File: src/ric_pkg.sv
// Constants and carrier types for the reset and interrupt front end.
// Assumes one system clock; the two output phases are derived from it.
package ric_pkg;
    // ****************************************************
    // Widths and positions
    // ****************************************************
    localparam int REG_W = 32;
    localparam int ADDR_W = 24;
    localparam int GIE_BIT = 13;
    localparam int DMA_IE_SHIFT = 16;
    localparam int N_BUS = 4;
    localparam int N_MISC = 16;
    localparam int VEC_W = 5;
    // ****************************************************
    // Reset values and timing
    // ****************************************************
    localparam logic [REG_W-1:0] REG_RST = 32'h00000000;
    localparam logic [ADDR_W-1:0] RESET_VEC_ADDR = 24'h000000;
    localparam logic [VEC_W-1:0] EXT_VEC_BASE = 5'h01;
    localparam logic PH_INIT = 1'b0;
    localparam int CLK_MHZ = 40;
    localparam int CLK_PER_PHASE_CYC = 2;
    localparam int RESET_MIN_PHASE_CYC = 10;
    localparam int RESET_MIN_CLK = RESET_MIN_PHASE_CYC * CLK_PER_PHASE_CYC;
    localparam logic [1:0] ACK_LEN = 2'(CLK_PER_PHASE_CYC);
    // ****************************************************
    // Carriers
    // ****************************************************
    typedef struct packed {
        logic prim_rw;
        logic primary_strobe;
        logic expansion_read_write;
        logic expansion_mem_strobe;
        logic expansion_io_strobe;
    } ric_strobe_t;
    localparam ric_strobe_t STROBE_IDLE = 5'h1F;
    typedef struct packed {
        logic [N_BUS-1:0] bus_oe_n;
        ric_strobe_t strobe;
        logic [N_MISC-1:0] misc_oe_n;
    } ric_pins_t;
    typedef struct packed {
        logic cond_we;
        logic ie_we;
        logic flag_we;
        logic iof_we;
        logic [REG_W-1:0] data;
    } ric_sw_wr_t;
    typedef enum logic [1:0] {BOOT_HOLD, BOOT_FETCH, BOOT_RUN} ric_boot_t;
endpackage

File: src/ric_reset_irq.sv
// Reset sequencing, pin reset states and interrupt flag logic.
// Assumes core logic on clk_sys_in supplies normal pin values and takes.
`timescale 1ns/100ps
module ric_reset_irq
    import ric_pkg::*;
#(
    parameter int N_EXT = 4,
    parameter int N_INT = 8
)(
    input wire logic clk_sys_in,
    input wire logic rst_n_in,
    input wire logic ext_reset_n_in,
    input wire logic [N_EXT-1:0] ext_irq_line_in,
    input wire logic [N_INT-1:0] int_irq_pulse_in,
    input wire ric_sw_wr_t sw_wr_in,
    input wire logic cpu_take_in,
    input wire logic [N_EXT+N_INT-1:0] dma_ack_in,
    input wire logic dma_ctrl_en_in,
    input wire logic [1:0] dma_sync_mode_bits_in,
    input wire logic irq_ack_output_exec_in,
    input wire logic [ADDR_W-1:0] irq_ack_output_operand_in,
    input wire logic [REG_W-1:0] vec_data_in,
    input wire logic vec_valid_in,
    input wire ric_pins_t core_pins_in,
    output logic clock_phase_one_out,
    output logic clock_phase_three_out,
    output ric_pins_t pins_out,
    output logic periph_rst_n_out,
    output logic [REG_W-1:0] cpu_condition_reg_out,
    output logic [REG_W-1:0] interrupt_enable_reg_out,
    output logic [REG_W-1:0] irq_flag_reg_out,
    output logic [REG_W-1:0] io_flag_reg_out,
    output logic cpu_irq_req_out,
    output logic [VEC_W-1:0] cpu_vector_out,
    output logic dma_irq_req_out,
    output logic irq_ack_output_n_out,
    output logic dummy_read_out,
    output logic [ADDR_W-1:0] dummy_read_addr_out,
    output logic vec_fetch_out,
    output logic [ADDR_W-1:0] vec_fetch_addr_out,
    output logic [ADDR_W-1:0] program_counter_out
);
    localparam int NSRC = N_EXT + N_INT;
    localparam logic [REG_W-1:0] SRC_MASK = REG_W'((64'h1 << NSRC) - 64'h1);

    typedef struct packed {
        logic r1;
        logic r2;
        logic [N_EXT-1:0] s1;
        logic [N_EXT-1:0] s2;
        logic [N_EXT-1:0] s3;
        logic rst_act;
        logic ph;
        logic h1;
        logic h3;
        logic [REG_W-1:0] cond;
        logic [REG_W-1:0] ie;
        logic [REG_W-1:0] flags;
        logic [REG_W-1:0] io_flag_reg;
        logic irq_req;
        logic dma_req;
        logic [VEC_W-1:0] vec;
        logic [1:0] ack_cnt;
        logic ack_n;
        logic rd_req;
        logic [ADDR_W-1:0] rd_addr;
        ric_boot_t boot;
        logic vec_fetch;
        logic [ADDR_W-1:0] pc;
        logic periph_rst_n;
        ric_pins_t pins;
    } ric_state_t;

    ric_state_t st;
    ric_state_t next_st;

    // ****************************************************
    // Lowest pending index
    // ****************************************************
    function automatic logic [VEC_W-1:0] ric_lowest(input logic [REG_W-1:0] v);
        logic [VEC_W-1:0] r;
        r = '0;
        for (int i = NSRC - 1; i >= 0; i--)
        begin
            if (v[i])
            begin
                r = VEC_W'(i);
            end
        end
        return r;
    endfunction

    logic [REG_W-1:0] pend_cpu;
    logic [REG_W-1:0] pend_dma;
    logic [REG_W-1:0] hw_set;
    logic [REG_W-1:0] take_clr;
    logic [REG_W-1:0] flag_base;
    logic [VEC_W-1:0] top_idx;
    logic rst_fall;
    logic dma_gie;

    assign pend_cpu = st.flags & st.ie & SRC_MASK;
    assign pend_dma = st.flags & (st.ie >> DMA_IE_SHIFT) & SRC_MASK;
    assign top_idx = ric_lowest(pend_cpu);
    assign rst_fall = !st.r2 && !st.rst_act;
    assign dma_gie = dma_ctrl_en_in && (dma_sync_mode_bits_in != 2'h0);

    // ****************************************************
    // Next state
    // ****************************************************
    always_comb
    begin
        next_st = st;
        // Reset pin synchroniser
        next_st.r1 = ext_reset_n_in;
        next_st.r2 = st.r1;
        next_st.rst_act = !st.r2;
        // Interrupt lines: two flops, third on the second half cycle
        next_st.s1 = ext_irq_line_in;
        next_st.s2 = st.s1;
        next_st.s3 = st.ph ? st.s2 : st.s3;
        // Phase generator, pinned on reset fall
        next_st.ph = rst_fall ? PH_INIT : !st.ph;
        next_st.h1 = !next_st.ph;
        next_st.h3 = next_st.ph;
        // Flag, serial and timer pins float at once
        next_st.pins.misc_oe_n = next_st.rst_act ? '1 : core_pins_in.misc_oe_n;

        // Flag register
        hw_set = REG_W'({int_irq_pulse_in, ~st.s3});
        take_clr = (cpu_take_in && st.irq_req) ? REG_W'(64'h1 << top_idx) : '0;
        flag_base = (sw_wr_in.flag_we && !st.rst_act) ? sw_wr_in.data : st.flags;
        flag_base = (flag_base | hw_set) & SRC_MASK;
        next_st.flags = flag_base & ~(take_clr | (REG_W'(dma_ack_in)));

        if (!st.rst_act)
        begin
            next_st.cond = sw_wr_in.cond_we ? sw_wr_in.data : st.cond;
            next_st.ie = sw_wr_in.ie_we ? sw_wr_in.data : st.ie;
            next_st.io_flag_reg = sw_wr_in.iof_we ? sw_wr_in.data : st.io_flag_reg;
            next_st.pins.bus_oe_n = core_pins_in.bus_oe_n;
            next_st.pins.strobe = core_pins_in.strobe;
            next_st.periph_rst_n = 1'b1;
        end
        if (cpu_take_in && st.irq_req)
        begin
            next_st.cond[GIE_BIT] = 1'b0;
        end

        // Requests and vector
        next_st.irq_req = st.cond[GIE_BIT] && (pend_cpu != '0);
        next_st.dma_req = dma_gie && (pend_dma != '0);
        next_st.vec = VEC_W'(top_idx + EXT_VEC_BASE);

        // Acknowledge instruction
        next_st.rd_req = 1'b0;
        if (st.ack_cnt != 2'h0)
        begin
            next_st.ack_cnt = st.ack_cnt - 2'h1;
        end
        else if (irq_ack_output_exec_in && st.boot == BOOT_RUN)
        begin
            next_st.ack_cnt = ACK_LEN;
            next_st.rd_req = 1'b1;
            next_st.rd_addr = irq_ack_output_operand_in;
        end
        next_st.ack_n = (next_st.ack_cnt == 2'h0);

        // Reset vector fetch
        case (st.boot)
            BOOT_HOLD:
            begin
                if (!st.rst_act)
                begin
                    next_st.boot = BOOT_FETCH;
                    next_st.vec_fetch = 1'b1;
                end
            end
            BOOT_FETCH:
            begin
                if (vec_valid_in)
                begin
                    next_st.pc = vec_data_in[ADDR_W-1:0];
                    next_st.vec_fetch = 1'b0;
                    next_st.boot = BOOT_RUN;
                end
            end
            BOOT_RUN:
            begin
                next_st.vec_fetch = 1'b0;
            end
            default:
            begin
                next_st.boot = BOOT_HOLD;
                next_st.vec_fetch = 1'b0;
            end
        endcase

        // Phase-timed reset actions
        if (st.rst_act && st.ph)
        begin
            next_st.pins.bus_oe_n = '1;
            next_st.pins.strobe = STROBE_IDLE;
            next_st.ack_cnt = 2'h0;
            next_st.ack_n = 1'b1;
            next_st.rd_req = 1'b0;
            next_st.periph_rst_n = 1'b0;
            next_st.cond = REG_RST;
            next_st.ie = REG_RST;
            next_st.flags = REG_RST;
            next_st.io_flag_reg = REG_RST;
            next_st.irq_req = 1'b0;
            next_st.dma_req = 1'b0;
            next_st.boot = BOOT_HOLD;
            next_st.vec_fetch = 1'b0;
        end
    end

    // ****************************************************
    // State register
    // ****************************************************
    always_ff @(posedge clk_sys_in)
    begin
        if (!rst_n_in)
        begin
            st <= '0;
            st.r1 <= 1'b0;
            st.r2 <= 1'b0;
            st.s1 <= '1;
            st.s2 <= '1;
            st.s3 <= '1;
            st.rst_act <= 1'b1;
            st.h1 <= 1'b1;
            st.ack_n <= 1'b1;
            st.pins <= '1;
        end
        else
        begin
            st <= next_st;
        end
    end

    assign clock_phase_one_out = st.h1;
    assign clock_phase_three_out = st.h3;
    assign pins_out = st.pins;
    assign periph_rst_n_out = st.periph_rst_n;
    assign cpu_condition_reg_out = st.cond;
    assign interrupt_enable_reg_out = st.ie;
    assign irq_flag_reg_out = st.flags;
    assign io_flag_reg_out = st.io_flag_reg;
    assign cpu_irq_req_out = st.irq_req;
    assign cpu_vector_out = st.vec;
    assign dma_irq_req_out = st.dma_req;
    assign irq_ack_output_n_out = st.ack_n;
    assign dummy_read_out = st.rd_req;
    assign dummy_read_addr_out = st.rd_addr;
    assign vec_fetch_out = st.vec_fetch;
    assign vec_fetch_addr_out = RESET_VEC_ADDR;
    assign program_counter_out = st.pc;
endmodule

File: config.mk
export PLATFORM = sky130hd
export DESIGN_NAME = ric_reset_irq
export DESIGN_NICKNAME = d
export VERILOG_FILES = /design/src/ric_pkg.sv /design/src/ric_reset_irq.sv
export SDC_FILE = /design/constraint.sdc
export NUM_CORES = 1
export LEC_CHECK = 0
export BUFFER_PORTS_ARGS = -buffer_cell sky130_fd_sc_hd__buf_2
export CAP_MARGIN = 20
export CORE_AREA = 3 3 148 150
export DETAILED_ROUTE_END_ITERATION = 7
export DIE_AREA = 0 0 151 153
export PLACE_DENSITY = 0.76
export SETUP_SLACK_MARGIN = 0.15
export SYNTH_ARGS = -nofsm -noshare
export SYNTH_HDL_FRONTEND = slang
export SYNTH_SLANG_ARGS = --single-unit
File: constraint.sdc
create_clock -name clk_sys_in -period 2.3 [get_ports clk_sys_in]
set_input_delay 0.575 -clock clk_sys_in [delete_from_list [all_inputs] [get_ports clk_sys_in]]
set_output_delay 0.575 -clock clk_sys_in [all_outputs]
set_load 0.01 [all_outputs]
== Yosys cells after proc, flatten, opt, wreduce, memory -nomap -nowiden ==
Cells that the tools add are included.

* Reduce and logical (&&, ||, !) cells: 29
* Add/subtract/negate cells: 2
* Bitwise logic cells: 11
* Muxes and demuxes: 22
* Equality and inequality tests: 4
* Divide/modulo/power cells: 0
* Order comparisons: 0
* Multipliers: 0
* Shifts and indexed selects: 1

{| class="wikitable"
|+ Operator list
! cell !! count
|-
| 32-bit nonzero test || 2
|-
| 5-bit 2-to-1 mux || 7
|-
| 12-bit by 32-bit AND with 32-bit output || 1
|-
| 32-bit 2-to-1 mux || 1
|-
| 32-bit inverter || 1
|-
| 32-bit by 12-bit bitwise OR with 32-bit output || 1
|-
| 1-bit by 5-bit << shifter with 32-bit output, first input constant || 1
|-
| 27-bit 2-to-1 mux || 1
|-
| 25-bit 2-to-1 mux || 1
|-
| 12-bit AND || 2
|-
| 4-bit 2-to-1 mux || 5
|-
| 2-bit AND reduction || 7
|-
| 12-bit 2-to-1 mux || 1
|-
| 12-bit bitwise OR || 1
|-
| 1-bit logical AND || 8
|-
| 2-bit case mux with 3 select lines || 1
|-
| 3-bit OR reduction || 2
|-
| 5-bit by 1-bit adder with 5-bit output, second input constant || 1
|-
| 1-bit logical NOT || 4
|-
| 2-bit logical NOT || 2
|-
| 2-bit 2-to-1 mux || 2
|-
| 2-bit inequality test, second input constant || 2
|-
| 1-bit inverter || 4
|-
| 4-bit inverter || 1
|-
| other kinds (9) || 10
|}

* Latch bits: 0
* ROM bits: 0
* Input port bits: 150
* Logic and storage cells: 100
* Register bits: 233
* Memory bits (writable): 0
* Memories: 0

== Depth between registers and ports, before layout ==
Gate-level depths: netlist of run 1.

* Depth after elaboration: 18
* Gate-level depth with buffers: 9
* Depth with buffers taken out: 9

== Worst setup path after synthesis of run 1 ==
No wires, ideal clock.

* Path type: flip-flop to flip-flop
* Start: register st (netlist bit irq_flag_reg_out[3])
* End: register st (netlist bit irq_flag_reg_out[4])
* Setup time: 115 ps
* Slack: 460 ps
* Clock period less this slack: 1840 ps
* Arrival time: 1725 ps
* Cell stages (with the launch flop): 7
* Path through: dfxtp_1 -> nand2_1 -> a32o_1 -> a22o_1 -> or2_2 -> ha_1 -> a2111oi_0

* Longest elaborated chain between the ends: 10

{| class="wikitable"
|+ Ends and longest elaborated chain
! item !! RTL line !! RTL
|-
| start, declared || ric_reset_irq.sv:74 || <nowiki>ric_state_t st;</nowiki>
|-
| start signal, assigned || ric_reset_irq.sv:239 || <nowiki>st <= next_st;</nowiki>
|-
| 12-bit AND || ric_reset_irq.sv:102 || <nowiki>assign pend_cpu = st.flags & st.ie & SRC_MASK;</nowiki>
|-
| 5-bit 2-to-1 mux (4 in series) || ric_reset_irq.sv:85 || <nowiki>if (v[i])</nowiki>
|-
| 1-bit by 5-bit << shifter with 32-bit output || ric_reset_irq.sv:131 || <nowiki>take_clr = (cpu_take_in && st.irq_req) ? REG_W'(64'h1 << top_idx) : '0;</nowiki>
|-
| 32-bit 2-to-1 mux || ric_reset_irq.sv:131 ||
|-
| 32-bit by 12-bit bitwise OR with 32-bit output || ric_reset_irq.sv:134 || <nowiki>next_st.flags = flag_base & ~(take_clr | (REG_W'(dma_ack_in)));</nowiki>
|-
| 32-bit inverter || ric_reset_irq.sv:134 ||
|-
| 12-bit by 32-bit AND with 32-bit output || ric_reset_irq.sv:134 ||
|}

Every way passes these cells.
A chain may end at the register's enable or synchronous reset.

== Final worst setup path of run 1 ==
* Start: register st (netlist bit interrupt_enable_reg_out[3])
* End: register st (netlist bit irq_flag_reg_out[4])

The elaborated chain is that of the path after synthesis.

==> impl_metrics.toml, run 1 <==
[synth]
netlist_instances = 1121
synth_common_cells = "nand2_1 (327), buf_4 (230), dfxtp_1 (213)"
synth.top_cells.by_area = "dfxtp_1 (45%), buf_4 (18%), nand2_1 (13%)"
synth-seq-area-share_pct = 44.9
synth_edf_count = 0
synth_cell_type_count = 51
syn_area_per_cell_sq_um = 8.47
yosysWarnings = 0
yosysTopAreaCellShare_pct = 44.9
synth_flop_cell = "dfxtp_1"
async_reset_ff_share_pct = 0
syn_area_sq_um = 9500
yosysMostFrequentCell = "nand2_1"
synth.ff_latch_count = 213
synth_area_leader_cell = "dfxtp_1"

[critical_path]
cp-start-kind = "flip-flop"
required_ps = 2680
path_depth = 6
r2r-start = "interrupt_enable_reg_out[3]"
crit_fanout = 4
crit_path_end_kind = "flip-flop"
critPathMaxStageDelay_ps = 400
rr_endpoint = "irq_flag_reg_out[4]"
path_delay_family = "compound AO/OA/AOI/OAI gates"
worst-setup-path-type = "flip-flop to flip-flop"
crit_slowest_cell = "dfxtp_1"
arrival_ps = 2450
rrSetupSlack_ps = 230
endpoint = "irq_flag_reg_out[4]"
startpoint = "interrupt_enable_reg_out[3]"
crit_chain = "nand2_1 -> a32o_1 -> a22o_1 -> or2_2 -> ha_1 -> a2111oi_1"
critPathBufInv = 0
r2r_cells = 6

[drt]
drc = 0
num_vias = 7505
wl_microns = 26100
routedWlPerCell_microns = 16.7
vias_per_cell = 4.82
dr.first_iter.drc_count = 413
postRouteAntennaNets = 0
dr.pass1.iters = 5

[die]
rows = 53
dieArea_sq_um = 23100
die_y_microns = 153
core-area_sq_um = 20800
die_w_microns = 151
pin_count = 388
initial_core_util_pct = 45.6

[global_route]
antenna_found_initial = 2
grt.total_usage_pct = 21.1
overflow = 0
grt_pass1_wl_microns = 38700
grt_max_degree = 65
first_global_vias = 7095

[clocking]
cts.htree.levels = 1
cts-root-buf = "clkbuf_16"
clk_latency_ps = 500
clkTransAtPathRegs_ps = 60
cts_buffer_depth = 3
post_cts_buffers = 0
cts_hold_buf = 0
clock-sinks = 213
cts_buffers = 23
cts_tree = "yes"

[final_layout]
synthToLayoutAreaGrowth_pct = 13.4
nets = 1418
final_cells = 1557
drive_gt1_share_pct = 34.7
nFillCells = 1921

[sta]
period_share_pct = 90.2
fmax_mhz = 482
maxSlewViolCount = 0
setup_viol = 0
tns_ps = 0
worstMarginPinSlew_ps = 624
finalCriticalPeriod_ps = 2070
finalHoldViolations = 0
timing.hold.ws_ps = 239
rsz0062_at_grt = "false"
finClkSkew_ps = 5.03
maxSlewHeadroom_pct = 58.1

[power_and_ir_drop]
sequentialPowerShare_pct = 46.8
power.density_nw_per_um2 = 747
leakage_nw = 4.72
switching_power_w = 0.00184
p_clk_share_pct = 47.2
power.internal_w = 0.00621
peakVddDrop_uv = 479
power_switching_share_pct = 22.8
combPwrFrac_pct = 6.0

[place]
place_congestion = 0.943
dp_cells = 1512
port_buffers = 335
hpwl_microns = 19400

[run_status]
status = "complete, no violations"

[min_path]
min-delay-path-class = "primary input to flip-flop"

[run]
max_cap_violations = 0
[cell families (layout without fill, tap and decap cells)]
group | after synthesis | count (layout) | share of synthesized area [%]
other | 1 | 48 | 0.0395
muxes | 13 | 13 | 1.37
adders and majority gates | 6 | 6 | 0.790
AOI/OAI and AO/OA | 203 | 203 | 14.4
and+or+nand+nor | 395 | 395 | 17.6
buffers and inverters | 290 | 404 | 20.9
DFF | 213 | 213 | 44.9
[final cells by class]
type                    count  area (sq um)  area share (%)
repair buffers            360          1910            17.8
clock inverters            14           158            1.46
multi-input cells         662          3450            32.0
well taps                 275           344            3.19
flip-flops and latches    213          4270            39.6
clock buffers              28           624            5.79
diodes                      3          7.51          0.0697
inverters                   2          7.51          0.0697
[how the worst min path moves through the flow]
stage / from / endpoint / slack [ps] / depth (start not counted)
floorplan: next_st[224] / st[224] / 390 / 1
global placement: next_st[227] / st[227] / 400 / 1
detailed placement: next_st[224] / st[224] / 400 / 1
CTS: dma_ack_in[7] / irq_flag_reg_out[7] / 210 / 2
global route: dma_ack_in[7] / irq_flag_reg_out[7] / 220 / 2
finish: dma_ack_in[7] / irq_flag_reg_out[7] / 240 / 2
[metrics by stage]
stage               utilization (%)  total power, W  setup WS [ps]  cell area, sq um
floorplan                         -         0.00416            460              9670
global placement               47.8         0.00433            231              9960
detailed placement             47.8         0.00433            127              9960
CTS                            51.6         0.00814            211             10800
global route                   51.7         0.00833            159             10800
finish                         51.7         0.00805            225             10800
[state kept, by name, summed over array words and instances (netlist names), 5 cells and up]
signal and cells:
next_st 5, io_flag_reg_out 32, dummy_read_addr_out 24, cpu_vector_out 5, irq_flag_reg_out 12, program_counter_out 24, cpu_condition_reg_out 32, st 14
interrupt_enable_reg_out 32, pins_out 25
[placed cells by master (no fill, tap or decap), types with 3 or more instances in the layout]
| cell | instances |
|---|---|
| nand2b_1 | 14 |
| a21boi_0 | 47 |
| buf_4 | 21 |
| ha_1 | 6 |
| dfxtp_1 | 211 |
| nor2b_2 | 3 |
| mux2i_1 | 13 |
| and2_1 | 11 |
| conb_1 | 45 |
| a2111oi_2 | 4 |
| a22o_2 | 3 |
| buf_12 | 4 |
| nor2_1 | 4 |
| clkbuf_8 | 3 |
| a21oi_1 | 105 |
| clkinv_2 | 7 |
| a311o_1 | 4 |
| nor2b_1 | 3 |
| a211oi_1 | 9 |
| nand2_1 | 326 |
| and2_2 | 3 |
| bufinv_16 | 3 |
| or2_2 | 18 |
| buf_2 | 335 |
| clkbuf_16 | 23 |
| a22oi_1 | 6 |
| diode_2 | 3 |
[power groups by stage]
stage | Clock [W] | Combinational, W | Sequential [W]
after detailed placement | 0 | 0.000482 | 0.00385
final | 0.00380 | 0.000486 | 0.00377
after CTS | 0.00389 | 0.000484 | 0.00377
after global placement | 0 | 0.000481 | 0.00385
after floorplan | 0 | 0.000320 | 0.00384
after global routing | 0.00403 | 0.000532 | 0.00377
[layer usage]
metal	GRT usage [%]	wire (microns)
met2	35.8	12500
met3	6.31	2500
met4	7.51	831
met1	25.1	10200
met5	0	0
[worst reg2reg max path: cells and delay by family, from the launching register on]
family                   cells  cell delay (ps)
AND/OR/NAND/NOR              2              390
adder cells (fa/ha/maj)      1              280
flip-flops                   1              400
AO/OA/AOI/OAI                3              890
[what timing repair did]
action                                  in CTS  in global routing
pin swaps                                    0                  1
hold endpoints to repair                     0                  0
resized for setup                            1                  7
endpoints found under the setup margin       1                  4
Power figures use the tool's default switching activity.
==> inputs of run 2 (changes only) <==
--- a/config.mk
+++ b/config.mk
@@ -5,12 +5,14 @@
 export SDC_FILE = /design/constraint.sdc
 export NUM_CORES = 1
 export LEC_CHECK = 0
+export ABC_AREA = 1
 export BUFFER_PORTS_ARGS = -buffer_cell sky130_fd_sc_hd__buf_2
 export CAP_MARGIN = 20
 export CORE_AREA = 3 3 148 150
 export DETAILED_ROUTE_END_ITERATION = 7
 export DIE_AREA = 0 0 151 153
-export PLACE_DENSITY = 0.76
+export PLACE_DENSITY = 0.75
+export RECOVER_POWER = 25
 export SETUP_SLACK_MARGIN = 0.15
 export SYNTH_ARGS = -nofsm -noshare
 export SYNTH_HDL_FRONTEND = slang
==> run 2 against run 1 <==
Compared with the run above: sequential power about the same; critical endpoint is now interrupt_enable_reg_out[16]; first-iteration DRC count decreased by 28%; clock skew increased by 2.1 ps; setup slack improved by 100 ps; largest cell class unchanged; core utilization decreased by 2.0 points; sequential cell count unchanged; die area unchanged; worst hold slack improved by 3.7 ps.
==> impl_metrics.toml, run 2 <==
[synth]
synth_common_cells = "buf_4 (231), dfxtp_1 (213), nand2_1 (211)"
syn_area_sq_um = 9270
synth_cell_type_count = 31
yosysMostFrequentCell = "buf_4"
async_reset_ff_share_pct = 0
synthXorXnorAreaFrac_pct = 0
synth_top_family_by_area = "buffers and inverters"
synth_area_leader_cell = "dfxtp_1"
synthAdderAreaFrac_pct = 0.810
yosysWarnings = 0
synth_flop_cell = "dfxtp_1"
synth_compound_area_share_pct = 14.1
netlist_instances = 1153
synth_edf_count = 0
syn_area_per_cell_sq_um = 8.04
yosysTopAreaCellShare_pct = 46.0
synth.ff_latch_count = 213
synthSimpleGateAreaFrac_pct = 15.1
synthMuxAreaShare_pct = 0
synth.top_cells.by_area = "dfxtp_1 (46%), buf_4 (19%), nand2_1 (8.5%)"
synth-seq-area-share_pct = 46.0

[min_path]
min_to = "irq_flag_reg_out[1]"
min-delay-path-class = "primary input to flip-flop"
whs_path_depth = 2
holdCritStartpoint = "dma_ack_in[1]"

[power_and_ir_drop]
power.density_nw_per_um2 = 741
peakVddDrop_uv = 510
leakage_nw = 4.99
total_power_w = 0.00768

[die]
die_w_microns = 151
dieArea_sq_um = 23100
pin_count = 388
rows = 53
initial_core_util_pct = 44.5
core-area_sq_um = 20800
die_y_microns = 153

[final_layout]
antenna_cells = 0
synthToLayoutAreaGrowth_pct = 11.7
most-common-layout-cells = "buf_2 (334), nand2_1 (211), dfxtp_1 (210), a21oi_1 (134), o21ai_0 (83)"
drive_gt1_share_pct = 32.8
nets = 1455
finalInstanceArea_sq_um = 10400
nFillCells = 2023
layout_commonest_cell = "buf_2"

[sta]
maxSlewViolCount = 0
timing.hold.ws_ps = 242
period_share_pct = 85.7
finClkSkew_ps = 7.08
fmax_mhz = 507
finalCriticalPeriod_ps = 1970
worstMarginPinSlew_ps = 929
finalHoldViolations = 0
maxSlewHeadroom_pct = 38.1
rsz0062_at_grt = "false"
tns_ps = 0
setup_viol = 0
fin_ws_ps = 329

[critical_path]
worst-setup-path-type = "primary input to flip-flop"
crit_slowest_cell = "clkbuf_1"
crit_chain = "clkbuf_1 -> o21ai_4 -> inv_2 -> clkbuf_1 -> o21ai_0 -> a21oi_1"
crit_path_end_kind = "flip-flop"
r2r_cells = 7
rr_endpoint = "dummy_read_addr_out[10]"
critPathMaxStageDelay_ps = 650
rrSetupSlack_ps = 330
crit_fanout = 16
required_ps = 2720
arrival_ps = 2390
cp_common_cell = "clkbuf_1"
r2r-start = "st[52]"
cp-start-kind = "primary input"

[place]
port_buffers = 335
place_congestion = 0.906
dp_worst_setup_slack_ps = 315
hpwl_microns = 18300
place_area_sq_um = 9680

[drt]
num_vias = 7402
drc = 0
postRouteAntennaNets = 0
wl_microns = 24600
routedWlPerCell_microns = 15.5
dr.first_iter.drc_count = 297
vias_per_cell = 4.67
dr.pass1.iters = 4

[global_route]
antenna_found_initial = 3
overflow = 0
grt.total_usage_pct = 19.8
grt_max_degree = 50
first_global_vias = 6795
grt_pass1_wl_microns = 36800

[clocking]
cts-root-buf = "clkbuf_16"
cts_buffers = 23
cts_buffer_depth = 3
cts_tree = "yes"
clkTransAtPathRegs_ps = 60
clock-sinks = 213
clk_latency_ps = 500
cts.htree.levels = 1
cts_hold_buf = 0

[run_status]
status = "complete, no violations"

[run]
max_cap_violations = 0
==> run 2: cell types whose count changed in the layout (fill, tap and decap cells not counted), moves of 9 or more <==
cell and change:
inv_1 +61, nor2_1 +70, nand2b_1 -14, a21oi_1 +29, nand2_1 -115, o21ai_0 +81, a211oi_1 -9, mux2i_1 -13
nand3_1 +21, a21boi_0 -47, and2_1 -11
==> run 2: worst max-delay path: cells and delay by family <==
family,cells,cell delay [ps]
buffers and inverters,3,1290
AO/OA/AOI/OAI,3,520
==> run 2: power breakdown <==
part	switching (W)	internal, W
clock network	0.00144	0.00195
logic	0.000309	0.000188
registers	0.0000355	0.00375
==> run 2: layout make-up <==
class | count | area, sq um | share of cell area [%]
flip-flops and latches | 213 | 4270 | 41.2
well taps | 275 | 344 | 3.32
repair buffers | 359 | 1850 | 17.9
multi-input cells | 633 | 2950 | 28.5
clock inverters | 6 | 36.3 | 0.350
inverters | 69 | 259 | 2.50
clock buffers | 31 | 646 | 6.24
==> run 2: what timing repair did <==
item | in CTS | in global routing
setup buffers | 0 | 1
setup endpoints to repair | 0 | 11
gates resized for setup | 0 | 6
==> run 2: worst max-delay path by stage <==
stage,from,end,cells after the start
finish,rst_n_in,interrupt_enable_reg_out[16],6
global route,rst_n_in,interrupt_enable_reg_out[16],6
CTS,interrupt_enable_reg_out[11],irq_flag_reg_out[10],18
detailed placement,interrupt_enable_reg_out[11],irq_flag_reg_out[10],18
global placement,interrupt_enable_reg_out[11],irq_flag_reg_out[6],18
floorplan,irq_flag_reg_out[11],irq_flag_reg_out[6],17
==> run 2: logic make-up (layout without fill, tap and decap cells) <==
kind of cell,Yosys count,count (layout)
adder cells (fa/ha/maj),6,6
flip-flops,213,213
AO/OA/AOI/OAI,242,242
other,1,45
buffers and inverters,351,465
AND/OR/NAND/NOR,340,340
==> run 2: metal layers <==
layer,GRT usage (%),share of wire [%],up-vias
met2,33.6,48,322
met4,7.12,3.3,6
met3,5.84,9.5,62
met5,0,0.14,-
met1,23.6,40,3307
li1,-,-,3705
==> run 2: through the flow <==
step | std cells | utilization (%)
after detailed placement | 1548 | 46.5
final | 1586 | 49.7
after floorplan | 1197 | -
after CTS | 1585 | 49.8
after global routing | 1586 | 49.7
after global placement | 1548 | 46.5
==> inputs of run 3 (changes only) <==
==> constraint.sdc (replaced) <==
create_clock -name clk_sys_in -period 2.3 [get_ports clk_sys_in]
set_input_delay 0.575 -clock clk_sys_in [delete_from_list [all_inputs] [get_ports clk_sys_in]]
set_output_delay 0.575 -clock clk_sys_in [all_outputs]
set_load 0.05 [all_outputs]
==> run 3 against run 2 <==
Compared with the run above: final area grew 1.0%; worst hold slack lost 4.8 ps; critical endpoint is now clock_phase_three_out; die area is the same; register-to-register slack is essentially flat; total power grew 5.0%; largest cell class unchanged; core utilization grew 0.52 points; via count grew 0.16%; clock skew grew 1.9 ps; clock-buffer cell count grew 2; non-clock buffer count grew 3; cell count grew 0.50%.
==> impl_metrics.toml, run 3 (synthesis results as in run 2) <==
[power_and_ir_drop]
peakVddDrop_uv = 555
power.density_nw_per_um2 = 771
switching_power_w = 0.00208
power_switching_share_pct = 25.9
p_clk_share_pct = 43.5
sequentialPowerShare_pct = 47.0
power.internal_w = 0.00598
combPwrFrac_pct = 9.5
leakage_nw = 5.04

[clocking]
cts_buffer_depth = 3
cts_hold_buf = 0
cts.htree.levels = 1
cts_tree = "yes"
cts_buffers = 23
clk_latency_ps = 500
clkTransAtPathRegs_ps = 60
cts-root-buf = "clkbuf_16"
clock-sinks = 213

[drt]
num_vias = 7414
vias_per_cell = 4.65
routedWlPerCell_microns = 15.7
wl_microns = 25000
drc = 0
postRouteAntennaNets = 0
dr.pass1.iters = 4
dr.first_iter.drc_count = 254

[critical_path]
arrival_ps = 1440
r2r-start = "irq_flag_reg_out[4]"
cp-start-kind = "flip-flop"
startpoint = "clock_phase_three_out"
crit_fanout = 7
worst-setup-path-type = "flip-flop to primary output"
crit_path_end_kind = "primary output"
required_ps = 1730

[min_path]
min-delay-path-class = "primary input to flip-flop"
holdCritStartpoint = "dma_ack_in[1]"

[place]
place_area_sq_um = 9690
place_congestion = 0.886
port_buffers = 335
hpwl_microns = 18300

[die]
rows = 53
core-area_sq_um = 20800
pin_count = 388
dieArea_sq_um = 23100
die_w_microns = 151
die_y_microns = 153
initial_core_util_pct = 44.5

[final_layout]
nets = 1458
finalInstanceArea_sq_um = 10500
nFillCells = 2040
synthToLayoutAreaGrowth_pct = 12.8
most-common-layout-cells = "buf_2 (335), dfxtp_1 (210), nand2_1 (207), a21oi_1 (134), o21ai_0 (83)"
drive_gt1_share_pct = 33.5
layout_commonest_cell = "buf_2"

[global_route]
grt_pass1_wl_microns = 37800
grt_max_degree = 50
overflow = 0
antenna_found_initial = 2
grt.total_usage_pct = 20.3
first_global_vias = 7096

[sta]
finalCriticalPeriod_ps = 2020
rsz0062_at_grt = "false"
finClkSkew_ps = 9.00
setup_viol = 0
timing.hold.ws_ps = 238
fmax_mhz = 496
finalHoldViolations = 0
maxSlewHeadroom_pct = 12.8
period_share_pct = 87.6
tns_ps = 0
maxSlewViolCount = 0
worstMarginPinSlew_ps = 1310

[run]
max_cap_violations = 0

[run_status]
status = "complete, no violations"
[run 3: what timing repair did]
action	4_1_cts	5_1_grt
resized for setup	0	15
setup buffers	0	4
endpoints found under the setup margin	0	12
[run 3: power groups by stage]
stage,clock (W),combinational (W),sequential [W]
final,0.00351,0.000769,0.00379
after global routing,0.00375,0.000819,0.00379
after CTS,0.00360,0.000771,0.00379
after detailed placement,0,0.000768,0.00387
after global placement,0,0.000764,0.00387
after floorplan,0,0.000615,0.00387
[run 3: critical path, stage by stage, from the launching register on]
cell	delay, ps
dfxtp_1	300
clkbuf_1	300
buf_2	340
[run 3: cell type report]
cell class	count	area, sq um	area share (%)
Multi-Input combinational cell	633	2970	28.4
Clock buffer	33	673	6.43
Antenna cell	1	2.50	0.0239
Timing Repair Buffer	362	1890	18.1
Tap cell	275	344	3.29
Clock inverter	8	47.5	0.454
Sequential cell	213	4270	40.8
Inverter	69	259	2.48
[run 3: metrics by stage]
step	total power, W	util [%]	setup slack, ps	std cells
after floorplan	0.00449	-	316	1197
after global placement	0.00463	46.6	368	1548
after detailed placement	0.00464	46.6	323	1548
after CTS	0.00816	50.0	299	1589
after global routing	0.00836	50.2	90.3	1594
final	0.00806	50.2	284	1594
[run 3: worst paths after layout]
kind                            slack [ps]                    end  depth (start not counted)
worst max-delay path                   280  clock_phase_three_out                          2
worst min-delay path                   240    irq_flag_reg_out[1]                          2
worst max register to register         340   irq_flag_reg_out[10]                          8
worst min register to register         410                st[232]                          2
[run 3: per-layer routing]
metal / GRT usage [%] / wire, microns
met4: 6.17 / 643
met3: 5.75 / 2440
met1: 24.3 / 9850
met2: 35.0 / 12000
met5: 0 / 13
